<file path="config.mk">
export PLATFORM = sky130hd
export DESIGN_NAME = balise_link_frame_codec
export DESIGN_NICKNAME = d
export VERILOG_FILES = /design/src/design/balise_frame_pkg.sv /design/src/design/balise_crc8.sv /design/src/design/balise_link_frame_codec.sv
export SDC_FILE = /design/constraint.sdc
export NUM_CORES = 1
export LEC_CHECK = 0
export ABC_AREA = 1
export BUFFER_PORTS_ARGS = -buffer_cell sky130_fd_sc_hd__buf_2
export CAP_MARGIN = 10
export CORE_ASPECT_RATIO = 0.6
export CORE_MARGIN = 5
export CORE_UTILIZATION = 45
export DETAILED_ROUTE_END_ITERATION = 6
export GPL_ROUTABILITY_DRIVEN = 1
export PLACE_DENSITY_LB_ADDON = 0.1
export RECOVER_POWER = 25
export SLEW_MARGIN = 20
export SYNTH_ARGS = -nofsm -noshare
export SYNTH_HDL_FRONTEND = slang
export SYNTH_SLANG_ARGS = --single-unit
</file>
<file path="constraint.sdc">
create_clock -name clk -period 2.3 [get_ports clk]
set_clock_uncertainty 0.1 [all_clocks]
set_input_delay 0.23 -clock clk [delete_from_list [all_inputs] [get_ports clk]]
set_output_delay 0.23 -clock clk [all_outputs]
set_load 0.01 [all_outputs]
</file>
<file path="src/design/balise_frame_pkg.sv">
// constants, carrier struct and helpers shared by the telegram framer
package balise_frame_pkg;

  localparam int CLK_MHZ       = 250;
  localparam int BIT_RATE_KBPS = 2500;
  // half a line bit in clock cycles, 400 ns bit at 4 ns clock
  localparam int HALF_CYCLES   = (CLK_MHZ * 1000) / (2 * BIT_RATE_KBPS);
  localparam int FRAME_US      = 20;
  localparam int TAIL_MIN_US   = 10;
  localparam int LEAD_BITS     = 1;
  localparam int INFO_BITS     = 16;
  localparam int CHECK_BITS    = 8;
  localparam int TAIL_NOM      = 25;
  // nominal bits per frame, must equal FRAME_US at the line rate
  localparam int FRAME_BITS    = LEAD_BITS + INFO_BITS + CHECK_BITS + TAIL_NOM;
  localparam int FRAME_CYCLES  = FRAME_BITS * 2 * HALF_CYCLES;

  localparam int TIMER_W = 6;
  localparam int INDEX_W = 5;
  localparam int CRC_W   = 8;

  localparam logic [TIMER_W-1:0] HALF_LAST  = TIMER_W'(HALF_CYCLES - 1);
  localparam logic [INDEX_W-1:0] INFO_LAST  = INDEX_W'(INFO_BITS - 1);
  localparam logic [INDEX_W-1:0] CHECK_LAST = INDEX_W'(CHECK_BITS - 1);
  localparam logic [INDEX_W-1:0] TAIL_LEN   = INDEX_W'(TAIL_NOM);
  localparam logic [INDEX_W-1:0] CRC_STEPS  = INDEX_W'(INFO_BITS + CHECK_BITS);
  localparam logic [INDEX_W-1:0] INFO_STEPS = INDEX_W'(INFO_BITS);

  // x8 term implied; x7 x4 x3 x1 x0
  localparam logic [CRC_W-1:0] CRC_POLY = 8'h9b;
  localparam logic [CRC_W-1:0] CRC_INIT = 8'h00;
  localparam logic [2:0]       SEQ_INIT = 3'h0;
  localparam logic [3:0]       STRENGTH_NONE = 4'h0;

  // bit 0 goes on the line first
  typedef struct packed {
    logic [3:0] strength;
    logic       link_test;
    logic       foreign_rx;
    logic       unavailable;
    logic       optimal;
    logic       fixed;
    logic [2:0] seq;
    logic [1:0] channel;
    logic [1:0] antenna;
  } info_s;

  typedef enum logic [4:0] {
    ST_IDLE  = 5'h01,
    ST_LEAD  = 5'h02,
    ST_INFO  = 5'h04,
    ST_CHECK = 5'h08,
    ST_TAIL  = 5'h10
  } frame_state_e;

  // class 1 is a falling mid-cell edge; a one keeps the class, a zero flips it
  function automatic logic next_class(input logic prev_class, input logic bit_value);
    next_class = bit_value ? prev_class : ~prev_class;
  endfunction

endpackage

</file>
<file path="src/design/balise_crc8.sv">
// serial check value register, cleared then shifted one bit per cycle
module balise_crc8 (
  input  wire logic                                 clk,
  input  wire logic                                 rst_n,
  input  wire logic                                 clear,
  input  wire logic                                 shift,
  input  wire logic                                 din,
  output logic [balise_frame_pkg::CRC_W-1:0]        crc_q
);

  always_ff @(posedge clk) begin
    if (!rst_n) begin
      crc_q <= balise_frame_pkg::CRC_INIT;
    end else if (clear) begin
      crc_q <= balise_frame_pkg::CRC_INIT;
    end else if (shift) begin
      // bits enter at the low end so the register top is the msb
      crc_q <= {crc_q[6:0], din} ^ (crc_q[7] ? balise_frame_pkg::CRC_POLY : 8'h00);
    end
  end

endmodule

</file>
<file path="src/design/balise_link_frame_codec.sv">
// telegram framer: builds, protects and bi-phase codes one frame per 20 us

// Operation
// - two antenna id bits, first bit is the low bit of the antenna number
// - two channel id bits coded like the antenna id
// - three-bit wrapping counter, one step per sent sample, first bit lsb
// - one low lead bit opens every frame; frames repeat every 20 us
// - check value uses polynomial 1+x+x3+x4+x7+x8 over information bits only
// - check register cleared to zero before every computation
// - check value msb is shifted and sent first
// - encode: shift 16 information bits then eight zeros, result is check value
// - nominal 25 high tail bits end each frame
// - one tail bit may be added or dropped per frame for drift
// - without a separate optimal bit, send the fixed-threshold bit twice
// - without a strength measurement, all four strength bits are zero
// - every line bit, lead and tail included, is bi-phase-level coded
// - only one of up to four transmitters enables its line driver
// - detection bits are zero with air-gap energy, one without
// - unavailable, foreign and link test flags are one when active
// - strength is 4-bit unsigned, first bit lsb, all ones strongest
module balise_link_frame_codec (
  input  wire logic       clk,
  input  wire logic       rst_n,
  input  wire logic       tx_enable,
  input  wire logic [1:0] antenna_id,
  input  wire logic [1:0] channel_id,
  input  wire logic       fixed_detect_bit,
  input  wire logic       optimal_detect_bit,
  input  wire logic       optimal_valid,
  input  wire logic       unavailable_flag,
  input  wire logic       foreign_rx_flag,
  input  wire logic       link_test_flag,
  input  wire logic [3:0] strength,
  input  wire logic       strength_valid,
  input  wire logic       tail_insert,
  input  wire logic       tail_drop,
  output logic            line_out,
  output logic            line_oe_n,
  output logic            frame_start,
  output logic [2:0]      seq_count,
  output logic            busy
);

  balise_frame_pkg::frame_state_e       state_q;
  balise_frame_pkg::info_s              info_q;
  balise_frame_pkg::info_s              info_d;
  logic [balise_frame_pkg::TIMER_W-1:0] timer_q;
  logic                                 half_q;
  logic [balise_frame_pkg::INDEX_W-1:0] index_q;
  logic [balise_frame_pkg::INDEX_W-1:0] tail_len_q;
  logic [balise_frame_pkg::INDEX_W-1:0] tail_len_d;
  logic [balise_frame_pkg::INDEX_W-1:0] crc_step_q;
  logic [balise_frame_pkg::CRC_W-1:0]   crc_value;
  logic [2:0]                           seq_q;
  logic                                 class_q;
  logic                                 class_cur;
  logic                                 bit_value;
  logic                                 bit_end;
  logic                                 tail_done;
  logic                                 launch;
  logic                                 crc_shift;
  logic                                 crc_din;

  // sample word captured at the frame boundary so it stays steady on the line
  always_comb begin
    info_d.antenna     = antenna_id;
    info_d.channel     = channel_id;
    info_d.seq         = seq_q;
    info_d.fixed       = fixed_detect_bit;
    info_d.optimal     = optimal_valid ? optimal_detect_bit : fixed_detect_bit;
    info_d.unavailable = unavailable_flag;
    info_d.foreign_rx  = foreign_rx_flag;
    info_d.link_test   = link_test_flag;
    info_d.strength    = strength_valid ? strength : balise_frame_pkg::STRENGTH_NONE;
  end

  // the request pair cancels out, keeping the nominal count
  always_comb begin
    tail_len_d = balise_frame_pkg::TAIL_LEN;
    if (tail_insert && !tail_drop) begin
      tail_len_d = balise_frame_pkg::TAIL_LEN + 5'h01;
    end else if (tail_drop && !tail_insert) begin
      tail_len_d = balise_frame_pkg::TAIL_LEN - 5'h01;
    end
  end

  assign bit_end   = half_q && (timer_q == balise_frame_pkg::HALF_LAST);
  assign tail_done = (state_q == balise_frame_pkg::ST_TAIL) && bit_end
                     && (index_q == tail_len_q - 5'h01);
  // back-to-back frames keep the 20 us cadence; idle waits for enable
  assign launch    = tx_enable && ((state_q == balise_frame_pkg::ST_IDLE) || tail_done);

  // frame sequencer
  always_ff @(posedge clk) begin
    if (!rst_n) begin
      state_q <= balise_frame_pkg::ST_IDLE;
      index_q <= 5'h00;
    end else if (launch) begin
      state_q <= balise_frame_pkg::ST_LEAD;
      index_q <= 5'h00;
    end else if (bit_end) begin
      case (state_q)
        balise_frame_pkg::ST_LEAD: begin
          state_q <= balise_frame_pkg::ST_INFO;
          index_q <= 5'h00;
        end
        balise_frame_pkg::ST_INFO: begin
          if (index_q == balise_frame_pkg::INFO_LAST) begin
            state_q <= balise_frame_pkg::ST_CHECK;
            index_q <= 5'h00;
          end else begin
            index_q <= index_q + 5'h01;
          end
        end
        balise_frame_pkg::ST_CHECK: begin
          if (index_q == balise_frame_pkg::CHECK_LAST) begin
            state_q <= balise_frame_pkg::ST_TAIL;
            index_q <= 5'h00;
          end else begin
            index_q <= index_q + 5'h01;
          end
        end
        balise_frame_pkg::ST_TAIL: begin
          if (tail_done) begin
            state_q <= balise_frame_pkg::ST_IDLE;
          end
          index_q <= index_q + 5'h01;
        end
        default: begin
          state_q <= balise_frame_pkg::ST_IDLE;
          index_q <= 5'h00;
        end
      endcase
    end
  end

  // half-bit timer; restarted by launch so a new frame starts on a clean cell
  always_ff @(posedge clk) begin
    if (!rst_n || launch || state_q == balise_frame_pkg::ST_IDLE) begin
      timer_q <= 6'h00;
      half_q  <= 1'b0;
    end else if (timer_q == balise_frame_pkg::HALF_LAST) begin
      timer_q <= 6'h00;
      half_q  <= ~half_q;
    end else begin
      timer_q <= timer_q + 6'h01;
    end
  end

  // frame capture and counter
  always_ff @(posedge clk) begin
    if (!rst_n) begin
      info_q     <= '0;
      tail_len_q <= balise_frame_pkg::TAIL_LEN;
      seq_q      <= balise_frame_pkg::SEQ_INIT;
    end else if (launch) begin
      info_q     <= info_d;
      tail_len_q <= tail_len_d;
      seq_q      <= seq_q + 3'h1;
    end
  end

  // the check value is ready 24 cycles into the 100-cycle lead bit
  always_ff @(posedge clk) begin
    if (!rst_n || launch) begin
      crc_step_q <= 5'h00;
    end else if (crc_shift) begin
      crc_step_q <= crc_step_q + 5'h01;
    end
  end

  assign crc_shift = (state_q == balise_frame_pkg::ST_LEAD)
                     && (crc_step_q < balise_frame_pkg::CRC_STEPS);
  // information bits in line order, then eight zeros
  assign crc_din   = (crc_step_q < balise_frame_pkg::INFO_STEPS) ?
                     info_q[crc_step_q[3:0]] : 1'b0;

  balise_crc8 u_crc (
    .clk   (clk),
    .rst_n (rst_n),
    .clear (launch),
    .shift (crc_shift),
    .din   (crc_din),
    .crc_q (crc_value)
  );

  always_comb begin
    case (state_q)
      balise_frame_pkg::ST_LEAD:  bit_value = 1'b0;
      balise_frame_pkg::ST_INFO:  bit_value = info_q[index_q[3:0]];
      balise_frame_pkg::ST_CHECK: bit_value = crc_value[3'h7 - index_q[2:0]];
      balise_frame_pkg::ST_TAIL:  bit_value = 1'b1;
      default:                    bit_value = 1'b1;
    endcase
  end

  assign class_cur = balise_frame_pkg::next_class(class_q, bit_value);

  // edge class carries across frames so the receiver's first comparison holds
  always_ff @(posedge clk) begin
    if (!rst_n) begin
      class_q <= 1'b1;
    end else if (bit_end) begin
      class_q <= class_cur;
    end
  end

  // line stage lags the sequencer by one cycle for every bit alike
  always_ff @(posedge clk) begin
    if (!rst_n) begin
      line_out  <= 1'b1;
      line_oe_n <= 1'b1;
    end else begin
      line_out  <= (state_q == balise_frame_pkg::ST_IDLE) ? 1'b1 :
                   (half_q ? ~class_cur : class_cur);
      // driver released while idle so another transmitter may take the line
      line_oe_n <= (state_q == balise_frame_pkg::ST_IDLE);
    end
  end

  always_ff @(posedge clk) begin
    if (!rst_n) begin
      frame_start <= 1'b0;
      busy        <= 1'b0;
      seq_count   <= balise_frame_pkg::SEQ_INIT;
    end else begin
      frame_start <= launch;
      busy        <= launch || (state_q != balise_frame_pkg::ST_IDLE && !tail_done);
      seq_count   <= launch ? seq_q + 3'h1 : seq_q;
    end
  end

endmodule

</file>
# == Word level (Yosys, flattened, before mapping) ==
# Index checks and enable logic that the tools add are counted.
# word_totals
ff_bits,59
in_bits,20
out_inout_bits,7
word_cells,101
# classes
n_addsub,6
magnitude_cmp,5
n_eq_ne,16
muxes,24
bitwise_logic,5
n_reduce_logical,22
# ops
op,n
2-to-1 mux 5 bit,5
one-hot mux 5 bit (4 select lines),1
one-hot mux 5 bit (3 select lines),1
"adder 5 x 1 -> 5 bit, second input constant",2
"== test 5 x 3 -> 1 bit, second input constant",2
"== test 5 x 4 -> 1 bit, second input constant",2
"less-than comparator 4 x 5 -> 1 bit, second input constant",2
"less-than comparator 5 bit, second input constant",2
"!= test 3 bit, second input constant",3
binary-select mux 1 bit (select 4 bit),2
logical AND 1 bit,8
2-to-1 mux 1 bit,8
2-to-1 mux 8 bit,1
AND reduction 4 bit,2
bitwise XOR 8 bit,1
"adder 6 x 1 -> 6 bit, second input constant",1
"== test 6 bit, second input constant",1
2-to-1 mux 2 bit,3
"!= test 2 bit, second input constant",3
OR reduction 2 bit,3
"== test 5 x 1 -> 1 bit, second input constant",1
"== test 5 x 2 -> 1 bit, second input constant",1
== test 5 bit,1
"== test 5 bit, second input constant",1
other kinds (12),21

# == Longest topological paths before layout ==
# logic_depth
ltp_word,9
ltp_mapped,13
mapped_depth_nobuf,12

# == Cells and area by module ==
# A second synthesis with hierarchy kept.
# unflattened
cells_unflattened,430
hier_area_um2,2965.3
# modules_own_cells
mod,n_inst,cells_each,area_per_inst_um2,seq_area_each_um2
balise_link_frame_codec,1,372,2597.5,960.9
balise_crc8,1,58,367.9,160.2

# == Worst setup path before layout ==
# Ideal clock, no wire load.
# synth_path
path_kind,reg2reg
startpoint,register tail_len_q[0] in the netlist's numbering
endpoint,register info_q[4] in the netlist's numbering
setup_ps,121
arrival_time_ps,1543
t_required_ps,2079
path_slack_ps,535
path_stages_with_launch,13
n_path_buf,2
synth_period_minus_slack_ps,1765
path_cell_list,dfxtp_1 inv_1 ha_1 nand2_1 nand2_1 nor3_2 nand3_2 nand2_4 nand2_4 nand2_4 buf_8 buf_8 o22ai_2
# synth_between
elab_chain_len,5
# synth_lines
element,line_no,source
from (decl),balise_link_frame_codec.sv:50,logic [balise_frame_pkg::INDEX_W-1:0] tail_len_q;
from (signal assigned),balise_link_frame_codec.sv:154,tail_len_q <= balise_frame_pkg::TAIL_LEN;
from (signal assigned),balise_link_frame_codec.sv:158,tail_len_q <= tail_len_d;
subtractor 5 x 1 -> 5 bit,balise_link_frame_codec.sv:89,&& (index_q == tail_len_q - 5'h01);
== test 5 bit,balise_link_frame_codec.sv:89,
logical AND 1 bit,balise_link_frame_codec.sv:89,
logical OR 1 bit,balise_link_frame_codec.sv:91,assign launch = tx_enable && ((state_q == balise_frame_pkg::ST_IDLE) || tail_done);
logical AND 1 bit,balise_link_frame_codec.sv:91,
to (signal assigned),balise_link_frame_codec.sv:157,info_q <= info_d;
to (decl),balise_link_frame_codec.sv:45,balise_frame_pkg::info_s info_q;
# No other way between the ends.
# A chain may end at the register's enable or synchronous reset.

# == Worst setup path in the final report ==
# layout_path
startpoint,register tail_len_q[0] in the netlist's numbering
endpoint,register index_q[2] in the netlist's numbering
# layout_between
elab_chain_len,6
# layout_lines
element,line_no,source
subtractor 5 x 1 -> 5 bit,balise_link_frame_codec.sv:89,
== test 5 bit,balise_link_frame_codec.sv:89,
logical AND 1 bit,balise_link_frame_codec.sv:89,
logical OR 1 bit,balise_link_frame_codec.sv:91,
logical AND 1 bit,balise_link_frame_codec.sv:91,
OR reduction 2 bit (no source line),n/a,
to (signal assigned),balise_link_frame_codec.sv:112,index_q <= index_q + 5'h01;
to (signal assigned),balise_link_frame_codec.sv:120,index_q <= index_q + 5'h01;
to (signal assigned),balise_link_frame_codec.sv:127,index_q <= index_q + 5'h01;
to (decl),balise_link_frame_codec.sv:49,logic [balise_frame_pkg::INDEX_W-1:0] index_q;
# No other way between the ends.

==> results.toml <==
[clock_network]
cts_made_buffers = 5
clk_pin_slew_worst_paths_ns = 0.10
cts_sinks = 56
tritoncts = "yes"
clock_latency_ns = 0.31
cts_buffer_depth = 2
root_buffer = "clkbuf_8"
cts_max_level = 2

[critical_path]
crit_slowest_cell = "dfxtp_1"
cp.required_ns = 2.40
crit_chain = "inv_1 > ha_1 > nand2_1 > nand2_1 > nor3_2 > nand3_2 > nand2_4 > nand2_4 > nand2_4 > buf_4 > a211oi_1"
worstPathMaxFanout = 16
crit_family = "simple AND/OR/NAND/NOR gates"
cp_slowest_stage_delay_ns = 0.38
cpMostUsedCell = "nand2_4"
endpoint_kind = "flop"
crit_path_start_kind = "flop"
critical_path_buf_inv_count = 2
crit_type = "flop to flop"
crit_arrival_ns = 2.20

[route]
ant_nets = 0
drc = 0
wl_met3_um = 438
wl_met2_um = 2597
firstDrtPassIters = 5
vias = 2699
avgViaCountPerCell = 5.007
top_layer = "met4"
drt_iter0_markers = 250
totalWireLength_um = 6974
wl_per_cell_um = 12.94
m1WireLength_um = 3893

[final_layout]
final_cell_mix = "nand2_1, inv_1, dfxtp_1, nand3_1, nor2_1"
layout.nets = 480
diodes = 0
layout.filler_cells = 666
area_delta_synth_final_pct = 11.13
drive_gt1_share_pct = 12.61
final_common_cell = "nand2_1"

[logic_synthesis]
yosysWarnings = 0
avgSynthCellArea_um2 = 7.086
muxShareOfSynthArea_pct = 0
synthesis.nets = 451
synth_xor_xnor_area_share_pct = 2.343
synthAdderAreaFrac_pct = 3.766
synth_compound_area_share_pct = 10.92
ys_top_cells_by_area = "dfxtp_1, nand2_1, nand3_1"
syn_inst = 422
synth_top_area_cell = "dfxtp_1"
synth_top_area_share_pct = 37.49
ys_seq_area_share_pct = 37.49
synth_top_family_by_area = "simple AND/OR/NAND/NOR gates"
yosys.area_share.simple_pct = 33.22
syn_area_mm2 = 0.002990
ys_seq_elements = 56
ys_types = 34

[floorplan]
design.die.area_mm2 = 0.008429
rows = 23
core-area_mm2 = 0.006561
start_util_pct = 45.58
die_width_um = 115.2
die_h_um = 73.15
boundaryPins = 27

[global_route]
grt_pass1_vias = 2358
antenna_found_initial = 0
grt_use_total_pct = 17.59
grt_overflow_total = 0
grt_max_degree = 19
grt_pass1_wl_um = 11790

[power]
seqPwrFrac_pct = 51.9
swShare_pct = 25.48
p_sw_mw = 0.5061
p_comb_share_pct = 12.2
pwr_density_cell_mw_per_mm2 = 597.6
peakVddDrop_mv = 0.2646
leakage_nw = 1.409
p_int_mw = 1.480
power_frac_clock_pct = 35.9

[timing]
grt_setup_unrepaired = "false"
post-route-min-period_ns = 2.102
hold_viol = 0
setup_viol = 0
fin_tns_setup_ns = 0
fin_ws_ns = 0.1978
post-route-period-util_pct = 91.40
worstMarginPinSlew_ns = 0.3680
slew_headroom_pct = 75.21
drv_slew = 0
fmax_ghz = 0.4757

[run]
maxCapViolations = 0

[placed_design]
dp_slack_ns = 0.2274
post-dp-hpwl_um = 5337
place_congestion = 0.8042
port_buffers = 26

[min_path]
hp-class = "input port to flop"

[outcome]
status = "finished, final reports clean"
## worst paths after layout
check / startpoint / to / slack (ns) / depth (start not counted)
worst min register to register: u_crc.crc_q[6] / u_crc.crc_q[6] / 0.38 / 2
worst max-delay path: tail_len_q[0] / index_q[2] / 0.20 / 11
worst min-delay path: unavailable_flag / info_q[9] / 0.007 / 3
worst max register to register: tail_len_q[0] / index_q[2] / 0.20 / 11
## worst register-to-register path: cells and delay by family, from the launching register on
family | cells | cell delay [ns]
and+or+nand+nor | 7 | 0.86
AOI/OAI and AO/OA | 1 | 0.06
buffers and inverters | 2 | 0.29
adders and majority gates | 1 | 0.30
DFF | 1 | 0.38
## synth_stat cells
library cell  number
buf_8              3
nand2_4            3
nand3b_1           1
o21ai_0           16
o21ai_1            2
o21ai_2            6
nor3_1             4
nand4_1            5
buf_6              2
or2_2              1
nor2_1            28
a21oi_1           26
clkbuf_1           2
nand3_2            2
nand3_1           55
buf_2              4
inv_1             59
nand2_1          108
dfxtp_1           56
nor2_4             2
nor4_1             2
ha_1               9
xnor2_1            2
inv_6              1
clkinv_1           1
a211oi_1           1
nand3_4            1
nor3_2             3
a31oi_1            1
xor2_1             6
or2_1              1
o211ai_1           2
o22ai_2            2
buf_4              5
## logic make-up after synthesis
group	Yosys count
xor+xnor	8
compound gates	56
flops	56
buf+inv	77
fa+ha+maj	9
simple gates	216
## power groups by stage
stage | Sequential [mW] | Clock (mW) | Combinational (mW)
after floorplan | 1.05 | 0 | 0.184
after global placement | 1.05 | 0 | 0.239
after detailed placement | 1.05 | 0 | 0.242
after CTS | 1.03 | 0.729 | 0.246
after global routing | 1.04 | 0.770 | 0.272
final | 1.03 | 0.713 | 0.242
## repair_timing
action	in CTS	in global routing
endpoints found under the setup margin	0	0
endpoints found under the hold margin	3	0
setup buffers	0	0
hold buffers	3	0
gates resized for setup	0	0
## flip-flops by register name, indices dropped and copies added (netlist names)
signal       cells
index_q          5
state_q          5
timer_q          6
line_out         1
crc_step_q       5
line_oe_n        1
info_q          16
frame_start      1
busy             1
u_crc.crc_q      8
class_q          1
tail_len_q       2
half_q           1
seq_count        3
## area by class of cell
cell class,count,area (um2),share of cell area (%)
timing repair buffer,38,231.5,6.965
multi-input combinational,289,1503,45.22
inverter,61,232.7,7.003
clock inverter,1,30.03,0.9036
clock buffer,7,96.34,2.899
tap,87,108.9,3.276
sequential,56,1121,33.74
## layer usage
| metal | global-route usage (%) | up-vias |
|---|---|---|
| li1 | - | 1413 |
| met1 | 28.35 | 1209 |
| met2 | 23.14 | 73 |
| met3 | 4.060 | 4 |
| met4 | 3.646 | 0 |
| met5 | 0 | - |
## per-stage QoR
stage                     utilization, %  hold WS (ns)  cell area [um2]  instances  power (mW)
after global placement             48.42        0.3189             3177        528       1.292
final                              50.65      0.007228             3323        539       1.986
after global routing               50.65       0.01020             3323        539       2.078
after CTS                          50.80      0.001228             3333        539       2.007
after floorplan                        -        0.2331             2990        422       1.232
after detailed placement           48.42        0.3246             3177        528       1.294
No activity file was read; power rests on OpenSTA's default activity.
